## src/core/ilt_defs.svh

```systemverilog
/*
 * Register map, field positions, reset values and timing figures for the
 * identity and lock test register bank.
 * Assumes the including file supplies nothing beforehand.
 */
`ifndef ILT_DEFS_SVH
`define ILT_DEFS_SVH

// Register offsets on the microprocessor port
`define ILT_ADDR_CODE_LOW 8'h00
`define ILT_ADDR_CODE_HIGH 8'h01
`define ILT_ADDR_REVISION 8'h02
`define ILT_ADDR_DIAG 8'h03

// Diagnostic lock control fields
`define ILT_DIAG_RESET 7'h14
`define ILT_DIAG_WMASK 7'h5F
`define ILT_BIT_DISABLE_180 6
`define ILT_BIT_ALARM 7
`define ILT_READ_ZERO 8'h00

// Neutral identity values, arbitrary
`define ILT_DEVICE_CODE 16'hA5C3
`define ILT_REVISION_CODE 8'h01

// Timing
`define ILT_CLK_HZ 10000000
`define ILT_CAPTURE_S 2
`define ILT_CAPTURE_CYCLES (`ILT_CAPTURE_S * `ILT_CLK_HZ)

`endif

```

## src/core/ilt_pkg.sv

```systemverilog
/*
 * Types shared by the identity and lock test register bank.
 * Assumes ilt_defs.svh supplies the numeric constants.
 */
package ilt_pkg;

	typedef logic [31:0] ilt_count_t;

	typedef enum logic [1:0] {
		ILT_ST_IDLE = 2'b00,
		ILT_ST_CAPTURE = 2'b01,
		ILT_ST_NEAREST = 2'b10,
		ILT_ST_WIDE = 2'b11
	} ilt_mode_e;

	typedef struct packed {
		logic [7:0] addr;
		logic [7:0] wdata;
		logic wr;
		logic rd;
	} ilt_bus_s;

	typedef struct packed {
		ilt_mode_e mode;
		logic [6:0] ctrl;
		logic [7:0] rdata;
		logic rvalid;
		logic wide;
	} ilt_top_s;

	typedef struct packed {
		ilt_count_t count;
		logic running;
		logic expired;
	} ilt_tmr_s;

endpackage

```

## src/core/ilt_capture_timer.sv

```systemverilog
/*
 * Capture period timer: counts a fixed number of clock cycles after a
 * start pulse and gives a one-cycle expiry pulse unless i_abort ends the count first.
 * Assumes one clock and a synchronous active-low reset.
 */
`timescale 1ns/10ps
`include "ilt_defs.svh"

module ilt_capture_timer #(
	parameter int unsigned CYCLES = `ILT_CAPTURE_CYCLES
) (
	input wire logic i_clk,
	input wire logic i_rst_b,
	input wire logic i_start,
	input wire logic i_abort,
	output logic o_running,
	output logic o_expired
);

	ilt_pkg::ilt_tmr_s st_reg;
	ilt_pkg::ilt_tmr_s st_next;

	always_comb begin
		st_next = st_reg;
		st_next.expired = 1'b0;
		if (i_start) begin
			st_next.count = ilt_pkg::ilt_count_t'(CYCLES - 1);
			st_next.running = 1'b1;
		end else if (i_abort) begin
			st_next.running = 1'b0;
		end else if (st_reg.running) begin
			if (st_reg.count == '0) begin
				st_next.running = 1'b0;
				st_next.expired = 1'b1;
			end else begin
				st_next.count = st_reg.count - 1'b1;
			end
		end
	end

	always_ff @(posedge i_clk) begin
		if (!i_rst_b) begin
			st_reg <= '0;
		end else begin
			st_reg <= st_next;
		end
	end

	assign o_running = st_reg.running;
	assign o_expired = st_reg.expired;

endmodule

```

## src/core/ilt_regs.sv

```systemverilog
/*
 * Identity and lock test register bank with capture mode control for the
 * primary digital loop.
 * Assumes a byte-wide register port synchronous to I_CLK, and loop status
 * inputs that are already synchronous.
 */
`timescale 1ns/10ps
`include "ilt_defs.svh"

module ilt_regs #(
	parameter int unsigned CAPTURE_CYCLES = `ILT_CAPTURE_CYCLES,
	// Arbitrary identity values
	parameter logic [15:0] DEVICE_CODE = `ILT_DEVICE_CODE,
	parameter logic [7:0] REVISION_CODE = `ILT_REVISION_CODE
) (
	input wire logic I_CLK,
	input wire logic I_RST_B,
	input wire logic [7:0] I_ADDR,
	input wire logic [7:0] I_WDATA,
	input wire logic I_WR_EN,
	input wire logic I_RD_EN,
	input wire logic I_NEW_REF,
	input wire logic I_PHASE_LOCKED,
	input wire logic I_PHASE_ALARM,
	output logic [7:0] O_RDATA,
	output logic O_RD_VALID,
	output logic O_CAPTURE_ACTIVE,
	output logic O_RANGE_WIDE,
	output logic [6:0] O_DIAG_CTRL
);

	ilt_pkg::ilt_bus_s bus;
	ilt_pkg::ilt_top_s st_reg;
	ilt_pkg::ilt_top_s st_next;
	logic disable_180;
	logic tmr_start;
	logic tmr_abort;
	logic tmr_running;
	logic tmr_expired;

	function automatic logic [7:0] read_word(
		input logic [7:0] addr,
		input logic [6:0] ctrl,
		input logic alarm
	);
		logic [7:0] val;
		val = `ILT_READ_ZERO;
		unique case (addr)
			`ILT_ADDR_CODE_LOW: val = DEVICE_CODE[7:0];
			`ILT_ADDR_CODE_HIGH: val = DEVICE_CODE[15:8];
			`ILT_ADDR_REVISION: val = REVISION_CODE;
			`ILT_ADDR_DIAG: val = {alarm, ctrl};
			default: val = `ILT_READ_ZERO;
		endcase
		return val;
	endfunction

	assign bus = '{addr: I_ADDR, wdata: I_WDATA, wr: I_WR_EN, rd: I_RD_EN};
	assign disable_180 = st_reg.ctrl[`ILT_BIT_DISABLE_180];

	assign tmr_start = I_NEW_REF && !disable_180;
	assign tmr_abort = disable_180 && (st_reg.mode == ilt_pkg::ILT_ST_CAPTURE);

	ilt_capture_timer #(
		.CYCLES(CAPTURE_CYCLES)
	) ilt_capture_timer_i (
		.i_clk(I_CLK),
		.i_rst_b(I_RST_B),
		.i_start(tmr_start),
		.i_abort(tmr_abort),
		.o_running(tmr_running),
		.o_expired(tmr_expired)
	);

	always_comb begin
		st_next = st_reg;
		st_next.rvalid = bus.rd;
		// identity bytes have no write path
		if (bus.wr && bus.addr == `ILT_ADDR_DIAG) begin
			st_next.ctrl = bus.wdata[6:0] & `ILT_DIAG_WMASK;
		end
		if (bus.rd) begin
			st_next.rdata = read_word(bus.addr, st_reg.ctrl, I_PHASE_ALARM);
		end
		unique case (st_reg.mode)
			ilt_pkg::ILT_ST_IDLE,
			ilt_pkg::ILT_ST_NEAREST,
			ilt_pkg::ILT_ST_WIDE: begin
				if (I_NEW_REF) begin
					st_next.mode = disable_180 ? ilt_pkg::ILT_ST_WIDE :
						ilt_pkg::ILT_ST_CAPTURE;
				end
			end
			ilt_pkg::ILT_ST_CAPTURE: begin
				if (disable_180) begin
					st_next.mode = ilt_pkg::ILT_ST_WIDE;
				end else if (I_NEW_REF) begin
					st_next.mode = ilt_pkg::ILT_ST_CAPTURE;
				end else if (tmr_expired) begin
					st_next.mode = I_PHASE_LOCKED ? ilt_pkg::ILT_ST_NEAREST :
						ilt_pkg::ILT_ST_WIDE;
				end
			end
		endcase
		st_next.wide = (st_next.mode == ilt_pkg::ILT_ST_WIDE);
	end

	always_ff @(posedge I_CLK) begin
		if (!I_RST_B) begin
			st_reg.mode <= ilt_pkg::ILT_ST_IDLE;
			st_reg.ctrl <= `ILT_DIAG_RESET;
			st_reg.rdata <= `ILT_READ_ZERO;
			st_reg.rvalid <= 1'b0;
			st_reg.wide <= 1'b0;
		end else begin
			st_reg <= st_next;
		end
	end

	assign O_RDATA = st_reg.rdata;
	assign O_RD_VALID = st_reg.rvalid;
	assign O_CAPTURE_ACTIVE = (st_reg.mode == ilt_pkg::ILT_ST_CAPTURE);
	assign O_RANGE_WIDE = st_reg.wide;
	assign O_DIAG_CTRL = st_reg.ctrl;

	a_code_low_read: assert property (
		@(posedge I_CLK) disable iff (!I_RST_B)
		(I_RD_EN && I_ADDR == `ILT_ADDR_CODE_LOW) |=>
			(O_RD_VALID && O_RDATA == DEVICE_CODE[7:0]))
		else $error("device code low byte wrong");

	a_code_high_read: assert property (
		@(posedge I_CLK) disable iff (!I_RST_B)
		(I_RD_EN && I_ADDR == `ILT_ADDR_CODE_HIGH) |=>
			(O_RDATA == DEVICE_CODE[15:8]))
		else $error("device code high byte wrong");

	a_revision_read: assert property (
		@(posedge I_CLK) disable iff (!I_RST_B)
		(I_RD_EN && I_ADDR == `ILT_ADDR_REVISION) |=>
			(O_RDATA == REVISION_CODE))
		else $error("revision byte wrong");

	a_capture_start: assert property (
		@(posedge I_CLK) disable iff (!I_RST_B)
		(I_NEW_REF && !disable_180) |=>
			(O_CAPTURE_ACTIVE && !O_RANGE_WIDE && tmr_running))
		else $error("capture period not started");

	a_widen_unlocked: assert property (
		@(posedge I_CLK) disable iff (!I_RST_B)
		(O_CAPTURE_ACTIVE && tmr_expired && !I_NEW_REF && !disable_180 &&
			!I_PHASE_LOCKED) |=> (O_RANGE_WIDE && !O_CAPTURE_ACTIVE))
		else $error("range not widened after capture");

	a_forced_leave: assert property (
		@(posedge I_CLK) disable iff (!I_RST_B)
		(O_CAPTURE_ACTIVE && disable_180) |=>
			(O_RANGE_WIDE && !O_CAPTURE_ACTIVE ##1 !tmr_running))
		else $error("forced mode kept capture");

	a_forced_no_wait: assert property (
		@(posedge I_CLK) disable iff (!I_RST_B)
		(I_NEW_REF && disable_180) |=> (O_RANGE_WIDE && !O_CAPTURE_ACTIVE))
		else $error("forced lock waited");

	a_alarm_live: assert property (
		@(posedge I_CLK) disable iff (!I_RST_B)
		(I_RD_EN && I_ADDR == `ILT_ADDR_DIAG) |=>
			(O_RDATA[`ILT_BIT_ALARM] == $past(I_PHASE_ALARM)))
		else $error("phase alarm bit not live");

	a_read_pulse: assert property (
		@(posedge I_CLK) disable iff (!I_RST_B)
		!I_RD_EN |=> !O_RD_VALID)
		else $error("read valid without read");

	a_rdata_held: assert property (
		@(posedge I_CLK) disable iff (!I_RST_B)
		!I_RD_EN |=> $stable(O_RDATA))
		else $error("read data changed without read");

	a_unmapped_zero: assert property (
		@(posedge I_CLK) disable iff (!I_RST_B)
		(I_RD_EN && I_ADDR > `ILT_ADDR_DIAG) |=>
			(O_RDATA == `ILT_READ_ZERO))
		else $error("unmapped read not zero");

	a_ctrl_write: assert property (
		@(posedge I_CLK) disable iff (!I_RST_B)
		(I_WR_EN && I_ADDR == `ILT_ADDR_DIAG) |=>
			(O_DIAG_CTRL == ($past(I_WDATA[6:0]) & `ILT_DIAG_WMASK)))
		else $error("control write not applied");

	a_ctrl_kept: assert property (
		@(posedge I_CLK) disable iff (!I_RST_B)
		!(I_WR_EN && I_ADDR == `ILT_ADDR_DIAG) |=> $stable(O_DIAG_CTRL))
		else $error("control changed without write");

	a_locked_nearest: assert property (
		@(posedge I_CLK) disable iff (!I_RST_B)
		(O_CAPTURE_ACTIVE && tmr_expired && !I_NEW_REF && !disable_180 &&
			I_PHASE_LOCKED) |=> (!O_RANGE_WIDE && !O_CAPTURE_ACTIVE))
		else $error("locked loop widened");

	a_wide_held: assert property (
		@(posedge I_CLK) disable iff (!I_RST_B)
		(O_RANGE_WIDE && !I_NEW_REF) |=> O_RANGE_WIDE)
		else $error("wide range dropped");

endmodule

```

## config.mk

```make
export PLATFORM = sky130hd
export DESIGN_NAME = ilt_regs
export DESIGN_NICKNAME = d
export VERILOG_FILES = /design/src/core/ilt_pkg.sv /design/src/core/ilt_capture_timer.sv /design/src/core/ilt_regs.sv
export VERILOG_INCLUDE_DIRS = /design/src /design/src/core
export SDC_FILE = /design/constraint.sdc
export NUM_CORES = 1
export LEC_CHECK = 0
export ABC_AREA = 1
export BUFFER_PORTS_ARGS = -buffer_cell sky130_fd_sc_hd__buf_2
export CORE_MARGIN = 4
export CORE_UTILIZATION = 45
export CTS_CLUSTER_SIZE = 40
export DETAILED_ROUTE_END_ITERATION = 16
export PLACE_DENSITY = 0.74
export SLEW_MARGIN = 40
export SYNTH_ARGS = -nofsm -noshare
export SYNTH_HDL_FRONTEND = slang
export SYNTH_SLANG_ARGS = --single-unit
```

## constraint.sdc

```tcl
create_clock -name I_CLK -period 3.65 [get_ports I_CLK]
set_input_delay 0.73 -clock I_CLK [delete_from_list [all_inputs] [get_ports I_CLK]]
set_output_delay 0.73 -clock I_CLK [all_outputs]
set_load 0.005 [all_outputs]
```

==> impl_metrics.env, run 1 <==
export IMPL_largest_reg_flops=32
export IMPL_synth_warning_count=0
export IMPL_p_leak_nw=1.574
export IMPL_clock_sinks=52
export IMPL_path_clk_slew_ns=0.10
export IMPL_overflow=0
export IMPL_clock_latency_ns=0.31
export IMPL_startpoint_type="input pin"
export IMPL_vias=3034
export IMPL_synth_top_cell_area_share_pct=32.31
export IMPL_synth_area_leaders="dfxtp_1 32%, nand2_1 17%, nor2_1 7.7%"
export IMPL_hold_path_class="flop to flop"
export IMPL_crit_chain="buf_2 > inv_1 > nor2_1 > clkinv_1 > nor3_1"
export IMPL_max_slew_margin_pct=56.88
export IMPL_yosysSeqAreaShare_pct=32.31
export IMPL_cp_slowest_cell="clkinv_1"
export IMPL_cts_tree="done"
export IMPL_cp_max_fo=20
export IMPL_synthDistinctLibCells=32
export IMPL_rsz0062_at_grt="false"
export IMPL_fin_total_pwr_mw=1.302
export IMPL_crit_required_ns=3.88
export IMPL_grt_pass1_vias=2861
export IMPL_num_rows=30
export IMPL_fin_skew_ns=0.002957
export IMPL_hold_violations=0
export IMPL_antenna_found_initial=0
export IMPL_synth_top_flop_cell="dfxtp_1"
export IMPL_area_growth_pct=6.719
export IMPL_first_iter_violations=126
export IMPL_drive_gt1_share_pct=17.02
export IMPL_gr_usage_all_layers_pct=17.97
export IMPL_r2r_start="ilt_capture_timer_i.st_reg[2]$_SDFFE_PN0P_"
export IMPL_drv_slew=0
export IMPL_synthArstFlopShare_pct=0
export IMPL_drt_wl_total_um=7353
export IMPL_io_buffer_count=37
export IMPL_r2r_end="ilt_capture_timer_i.st_reg[23]$_SDFFE_PN0P_"
export IMPL_cts_resized_gates=0
export IMPL_cts_setup_buffers=0
export IMPL_status="finished clean"
export IMPL_setup_violations=0
export IMPL_min_delay_start="O_RDATA[0]$_SDFFE_PN0P_"
export IMPL_diodes=0
export IMPL_nets=541
export IMPL_synthesis_area_um2=3222
export IMPL_place_hpwl_um=5626
export IMPL_wl_per_cell_um=12.00
export IMPL_period_share_pct=60.25
export IMPL_grt_max_degree=24
export IMPL_fmax_mhz=454.7
export IMPL_die_h_um=92.62
export IMPL_cts_buffer_depth=2
export IMPL_grt_pass1_wl_um=12500
export IMPL_core_um2=6869
export IMPL_gp_congestion=0.9102
export IMPL_worstSetupStartpoint="I_RST_B"
export IMPL_arrival_ns=2.43
export IMPL_synth_seq_cells=52
export IMPL_endpoint_kind="flop"
export IMPL_initial_core_util_pct=46.90
export IMPL_critPathCapture="ilt_capture_timer_i.o_expired$_SDFF_PP0_"
export IMPL_worstRegToRegCells=11
export IMPL_die_area_um2=8578
export IMPL_yosys_area_top_type="dfxtp_1"
export IMPL_synthCells=499
export IMPL_fp_dieW_um=92.62
export IMPL_ant_nets=0
export IMPL_synth_enable_flop_cells=0
export IMPL_dr_pass1_iters=7
export IMPL_power_density_nw_per_um2=378.7
export IMPL_avgSynthCellArea_um2=6.457
export IMPL_max_stage_delay_ns=0.52
export IMPL_tightest_slew_ns=0.6419
export IMPL_syn_num_nets=524
export IMPL_via_per_inst=4.949
export IMPL_route_detailed_drc=0
export IMPL_ctsHoldBuffers=0
export IMPL_post_synth_top_count_cell="nand2_1"
export IMPL_period_needed_ns=2.199
export IMPL_cts_root_buf="clkbuf_8"
export IMPL_fin_setup_tns_ns=0
export IMPL_htree_num_levels=2
export IMPL_crit_type="input pin to flop"
export IMPL_cts_buffers=5
export IMPL_r2r_slack_ns=1.58
export IMPL_synth_common_cells="149 x nand2_1, 66 x nor2_1, 52 x dfxtp_1"
export IMPL_ir_drop_mv=0.2244
export IMPL_io_pins=41
export IMPL_cap_violations=0
==> layer usage <==
layer	vias up	wire length, µm	track usage (%)
met5	-	0	0
met4	0	152	6.349
met1	1355	3289	22.27
met2	81	3437	31.00
li1	1584	-	-
met3	14	473	3.493
==> cell type report <==
type | instances | area (µm²)
tap | 96 | 120.1
multi-input combinational | 369 | 1789
clock buffer | 6 | 72.57
sequential | 52 | 1041
clock inverter | 2 | 38.79
fill | 707 | 3431
timing repair buffer | 37 | 185.2
inverter | 51 | 191.4
==> cells by family (layout without fill, tap and decap cells) <==
kind of cell / after synthesis / in the layout / share of synthesized area [%]
AND/OR/NAND/NOR: 297 / 297 / 41.71
other: 1 / 1 / 0.1164
adder cells (fa/ha/maj): 2 / 2 / 0.7766
buffers and inverters: 78 / 96 / 12.16
AO/OA/AOI/OAI: 59 / 59 / 10.21
XOR/XNOR: 10 / 10 / 2.718
flip-flops: 52 / 52 / 32.31
==> power breakdown <==
group / switching [mW] / internal, mW
registers: 0.0257 / 0.591
clock network: 0.202 / 0.208
logic: 0.185 / 0.0909
==> worst min-delay path by stage <==
stage                                    endpoint  slack (ns)  cells past startpoint
after floorplan           O_RDATA[0]$_SDFFE_PN0P_        0.44                      2
after global placement    O_RDATA[2]$_SDFFE_PN0P_        0.45                      2
after detailed placement  O_RDATA[0]$_SDFFE_PN0P_        0.45                      2
after CTS                 O_RDATA[0]$_SDFFE_PN0P_        0.47                      2
after global routing      O_RDATA[4]$_SDFFE_PN0P_        0.50                      2
final                     O_RDATA[0]$_SDFFE_PN0P_        0.47                      2
==> cells in the final DEF (no fill, tap or decap), drive strengths merged <==
cell type	n
clkinv	2
nor4	1
nand3	33
buf	37
ha	2
nand3b	1
bufinv	1
xor2	6
nand4	8
nor3	8
nor2	83
conb	1
dfxtp	52
xnor2	4
clkbuf	6
o21ai	20
a21oi	39
nand2	161
inv	50
or2	2
==> critical path, delay by kind of cell <==
kind,cells,cell delay [ns]
AND/OR/NAND/NOR,2,0.59
buffers and inverters,3,1.10
==> per-stage QoR <==
stage | std cells | util (%) | cell area [µm²] | hold WS, ns | setup slack [ns]
finish | 613 | 50.05 | 3438 | 0.4659 | 1.451
global route | 613 | 50.05 | 3438 | 0.5046 | 1.231
CTS | 613 | 50.05 | 3438 | 0.4673 | 1.372
detailed placement | 605 | 48.43 | 3327 | 0.4525 | 1.017
global placement | 605 | 48.43 | 3327 | 0.4491 | 1.091
floorplan | 499 | - | 3222 | 0.4442 | 1.899
(Power assumes the default switching activity.)
==> run 2, diff against run 1 <==
--- a/config.mk
+++ b/config.mk
@@ -6,13 +6,13 @@
 export SDC_FILE = /design/constraint.sdc
 export NUM_CORES = 1
 export LEC_CHECK = 0
-export ABC_AREA = 1
+export ABC_AREA = 0
 export BUFFER_PORTS_ARGS = -buffer_cell sky130_fd_sc_hd__buf_2
 export CORE_MARGIN = 4
 export CORE_UTILIZATION = 45
 export CTS_CLUSTER_SIZE = 40
 export DETAILED_ROUTE_END_ITERATION = 16
-export PLACE_DENSITY = 0.74
+export PLACE_DENSITY = 0.75
 export SLEW_MARGIN = 40
 export SYNTH_ARGS = -nofsm -noshare
 export SYNTH_HDL_FRONTEND = slang
==> constraint.sdc (replaced) <==
create_clock -name I_CLK -period 2.2 [get_ports I_CLK]
set_input_delay 0.44 -clock I_CLK [delete_from_list [all_inputs] [get_ports I_CLK]]
set_output_delay 0.44 -clock I_CLK [all_outputs]
set_load 0.005 [all_outputs]
==> run 2 against run 1 <==
  * The flow now finishes with violations (negative setup slack)
  * Sequential share of layout area is 2.0 points higher
  * Non-clock buffer count is 33 higher
  * Critical path type is now flop to flop
  * Area after synthesis is 20% lower
  * Total power is 52% higher
  * Flip-flop and latch count stayed put
==> impl_metrics.env, run 2 <==
export IMPL_antenna_found_initial=0
export IMPL_grt_pass1_wl_um=10430
export IMPL_cp_max_fo=4
export IMPL_htree_num_levels=2
export IMPL_first_iter_violations=158
export IMPL_route_detailed_drc=0
export IMPL_r2r_slack_ns=-0.06
export IMPL_finalWorstSetupSlack_ns=-0.05681
export IMPL_fillCellCount=493
export IMPL_ctsHoldBuffers=0
export IMPL_die_area_um2=6971
export IMPL_path_clk_slew_ns=0.10
export IMPL_overflow=0
export IMPL_grt_pass1_vias=2299
export IMPL_final_common_cell="dfxtp_1"
export IMPL_holdPathStages=3
export IMPL_cts_buffers=5
export IMPL_grt_max_degree=18
export IMPL_setup_violations=1
export IMPL_endpoint_kind="flop"
export IMPL_synth_enable_flop_cells=0
export IMPL_hold_violations=0
export IMPL_cts_buffer_depth=2
export IMPL_syn_num_nets=331
export IMPL_drt_wl_total_um=6164
export IMPL_cts_root_buf="clkbuf_8"
export IMPL_final_cell_mix="51 x dfxtp_1, 37 x buf_2, 31 x buf_4"
export IMPL_p_leak_nw=1.210
export IMPL_hold_path_end="O_DIAG_CTRL[4]$_SDFFE_PN1P_"
export IMPL_synth_top_cell_area_share_pct=40.59
export IMPL_post_synth_top_count_cell="dfxtp_1"
export IMPL_via_per_inst=5.744
export IMPL_io_buffer_count=37
export IMPL_synth_common_cells="52 x dfxtp_1, 27 x a21oi_1, 22 x nand3_1, 22 x nor2_1, 16 x nand2_1"
export IMPL_clock_sinks=52
export IMPL_nets=377
export IMPL_period_share_pct=102.6
export IMPL_area_growth_pct=25.80
export IMPL_drv_slew=0
export IMPL_cap_violations=0
export IMPL_post_place_ws_ns=-0.07927
export IMPL_cts_tree="done"
export IMPL_violations="negative setup slack"
export IMPL_dr_pass1_iters=4
export IMPL_fmax_mhz=443.1
export IMPL_synth_area_leaders="dfxtp_1 41%, a21oi_1 5.3%, buf_4 4.4%"
export IMPL_wl_per_cell_um=14.50
export IMPL_clock_latency_ns=0.31
export IMPL_worstSetupStartpoint="ilt_capture_timer_i.st_reg[9]$_SDFFE_PN0P_"
export IMPL_place_hpwl_um=4476
export IMPL_ant_nets=0
export IMPL_synth_seq_cells=52
export IMPL_r2r_end="ilt_capture_timer_i.st_reg[32]$_SDFFE_PP0P_"
export IMPL_diodes=0
export IMPL_gr_usage_all_layers_pct=17.83
export IMPL_yosys_area_top_type="dfxtp_1"
export IMPL_io_pins=41
export IMPL_fin_skew_ns=0.01464
export IMPL_die_h_um=83.50
export IMPL_period_needed_ns=2.257
export IMPL_num_rows=27
export IMPL_synthCells=306
export IMPL_avgSynthCellArea_um2=8.382
export IMPL_largest_reg_flops=32
export IMPL_initial_core_util_pct=46.58
export IMPL_synth_top_flop_cell="dfxtp_1"
export IMPL_min_delay_start="I_WDATA[4]"
export IMPL_status="finished, violations left"
export IMPL_startpoint_type="flop"
export IMPL_hold_path_class="input pin to flop"
export IMPL_drive_gt1_share_pct=31.16
export IMPL_rsz0062_at_grt="true"
export IMPL_fin_util_pct=58.60
export IMPL_cts_setup_buffers=0
export IMPL_synth_warning_count=0
export IMPL_arrival_ns=2.51
export IMPL_ir_drop_mv=0.3848
export IMPL_core_um2=5507
export IMPL_synthesis_area_um2=2565
export IMPL_worstRegToRegCells=5
export IMPL_r2r_start="ilt_capture_timer_i.st_reg[9]$_SDFFE_PN0P_"
export IMPL_yosysSeqAreaShare_pct=40.59
export IMPL_vias=2441
export IMPL_crit_required_ns=2.45
export IMPL_fp_dieW_um=83.50
export IMPL_fin_setup_tns_ns=-0.05681
export IMPL_crit_type="flop to flop"
export IMPL_synthDistinctLibCells=44
export IMPL_gp_congestion=0.8379
export IMPL_power_density_nw_per_um2=611.7
export IMPL_synthArstFlopShare_pct=0
run 2: changes by cell type after synthesis, moves of 9 or more:
cell      previous run  this run
clkbuf_1             5        14
o21ai_0             20         5
nor2_1              66        22
a31oi_1              0        10
nand2_1            149        16
inv_1               45         5
nor2_2              10         0
a21oi_2              9         0
nand2b_1             0        12
nand2_2             10         0
nand3_1             33        22
or3_1                0        10
run 2: repair_timing:
| action | CTS | global route |
|---|---|---|
| resized for setup | 3 | 17 |
| setup endpoints to repair | 6 | 16 |
| endpoints found under the hold margin | 0 | 0 |
| pin swaps | 0 | 1 |
run 2: cell type report:
class | count | area, µm² | share of cell area [%]
repair buffers | 70 | 449.2 | 13.92
multi-input cells | 218 | 1500 | 46.49
well taps | 72 | 90.09 | 2.792
clock inverters | 1 | 30.03 | 0.9306
clock buffers | 7 | 96.34 | 2.986
flip-flops and latches | 52 | 1042 | 32.30
inverters | 5 | 18.77 | 0.5816
run 2: critical path, stage by stage, from the launching register on:
cell     delay, ns
dfxtp_2       0.33
or4_4         0.54
or3_4         0.37
or4_4         0.50
or3_1         0.35
a21oi_1       0.12
run 2: kinds of logic after synthesis:
kind of cell / count (synthesis) / share of synthesized area [%]
compound gates: 74 / 19.27
xor+xnor: 12 / 4.098
fa+ha+maj: 2 / 0.9755
buf+inv: 36 / 7.561
flops: 52 / 40.59
mux: 1 / 0.3903
other cells: 1 / 0.1462
simple gates: 128 / 26.98
run 2: power by group:
group          total [mW]  switching, mW  internal (mW)
logic               0.272          0.158          0.114
clock network       0.711          0.310          0.402
registers           0.990         0.0228          0.967
total                1.97          0.491           1.48
run 2: stage by stage:
| stage | hold WS, ns | power [mW] | instances | cell area, µm² |
|---|---|---|---|---|
| 2_1_floorplan | 0.4425 | 1.166 | 306 | 2653 |
| 3_3_place_gp | 0.4523 | 1.256 | 417 | 3002 |
| 3_5_place_dp | 0.4566 | 1.263 | 417 | 3002 |
| 4_1_cts | 0.3763 | 1.968 | 425 | 3138 |
| 5_1_grt | 0.3916 | 2.051 | 425 | 3227 |
| 6_report | 0.3686 | 1.974 | 425 | 3227 |
run 2: how the worst max path moves through the flow:
stage	endpoint
2_1_floorplan	ilt_capture_timer_i.st_reg[32]$_SDFFE_PP0P_
3_3_place_gp	ilt_capture_timer_i.st_reg[32]$_SDFFE_PP0P_
3_5_place_dp	ilt_capture_timer_i.st_reg[32]$_SDFFE_PP0P_
4_1_cts	ilt_capture_timer_i.st_reg[32]$_SDFFE_PP0P_
5_1_grt	ilt_capture_timer_i.st_reg[32]$_SDFFE_PP0P_
6_report	ilt_capture_timer_i.st_reg[32]$_SDFFE_PP0P_
run 2: routing by layer:
layer  up-vias  wire length [µm]  track usage, %
li1       1210                 -               -
met1      1158              2728           22.89
met2        66              3023           29.96
met3         7               349           4.146
met4         0                63           5.117
met5         -                 0               0
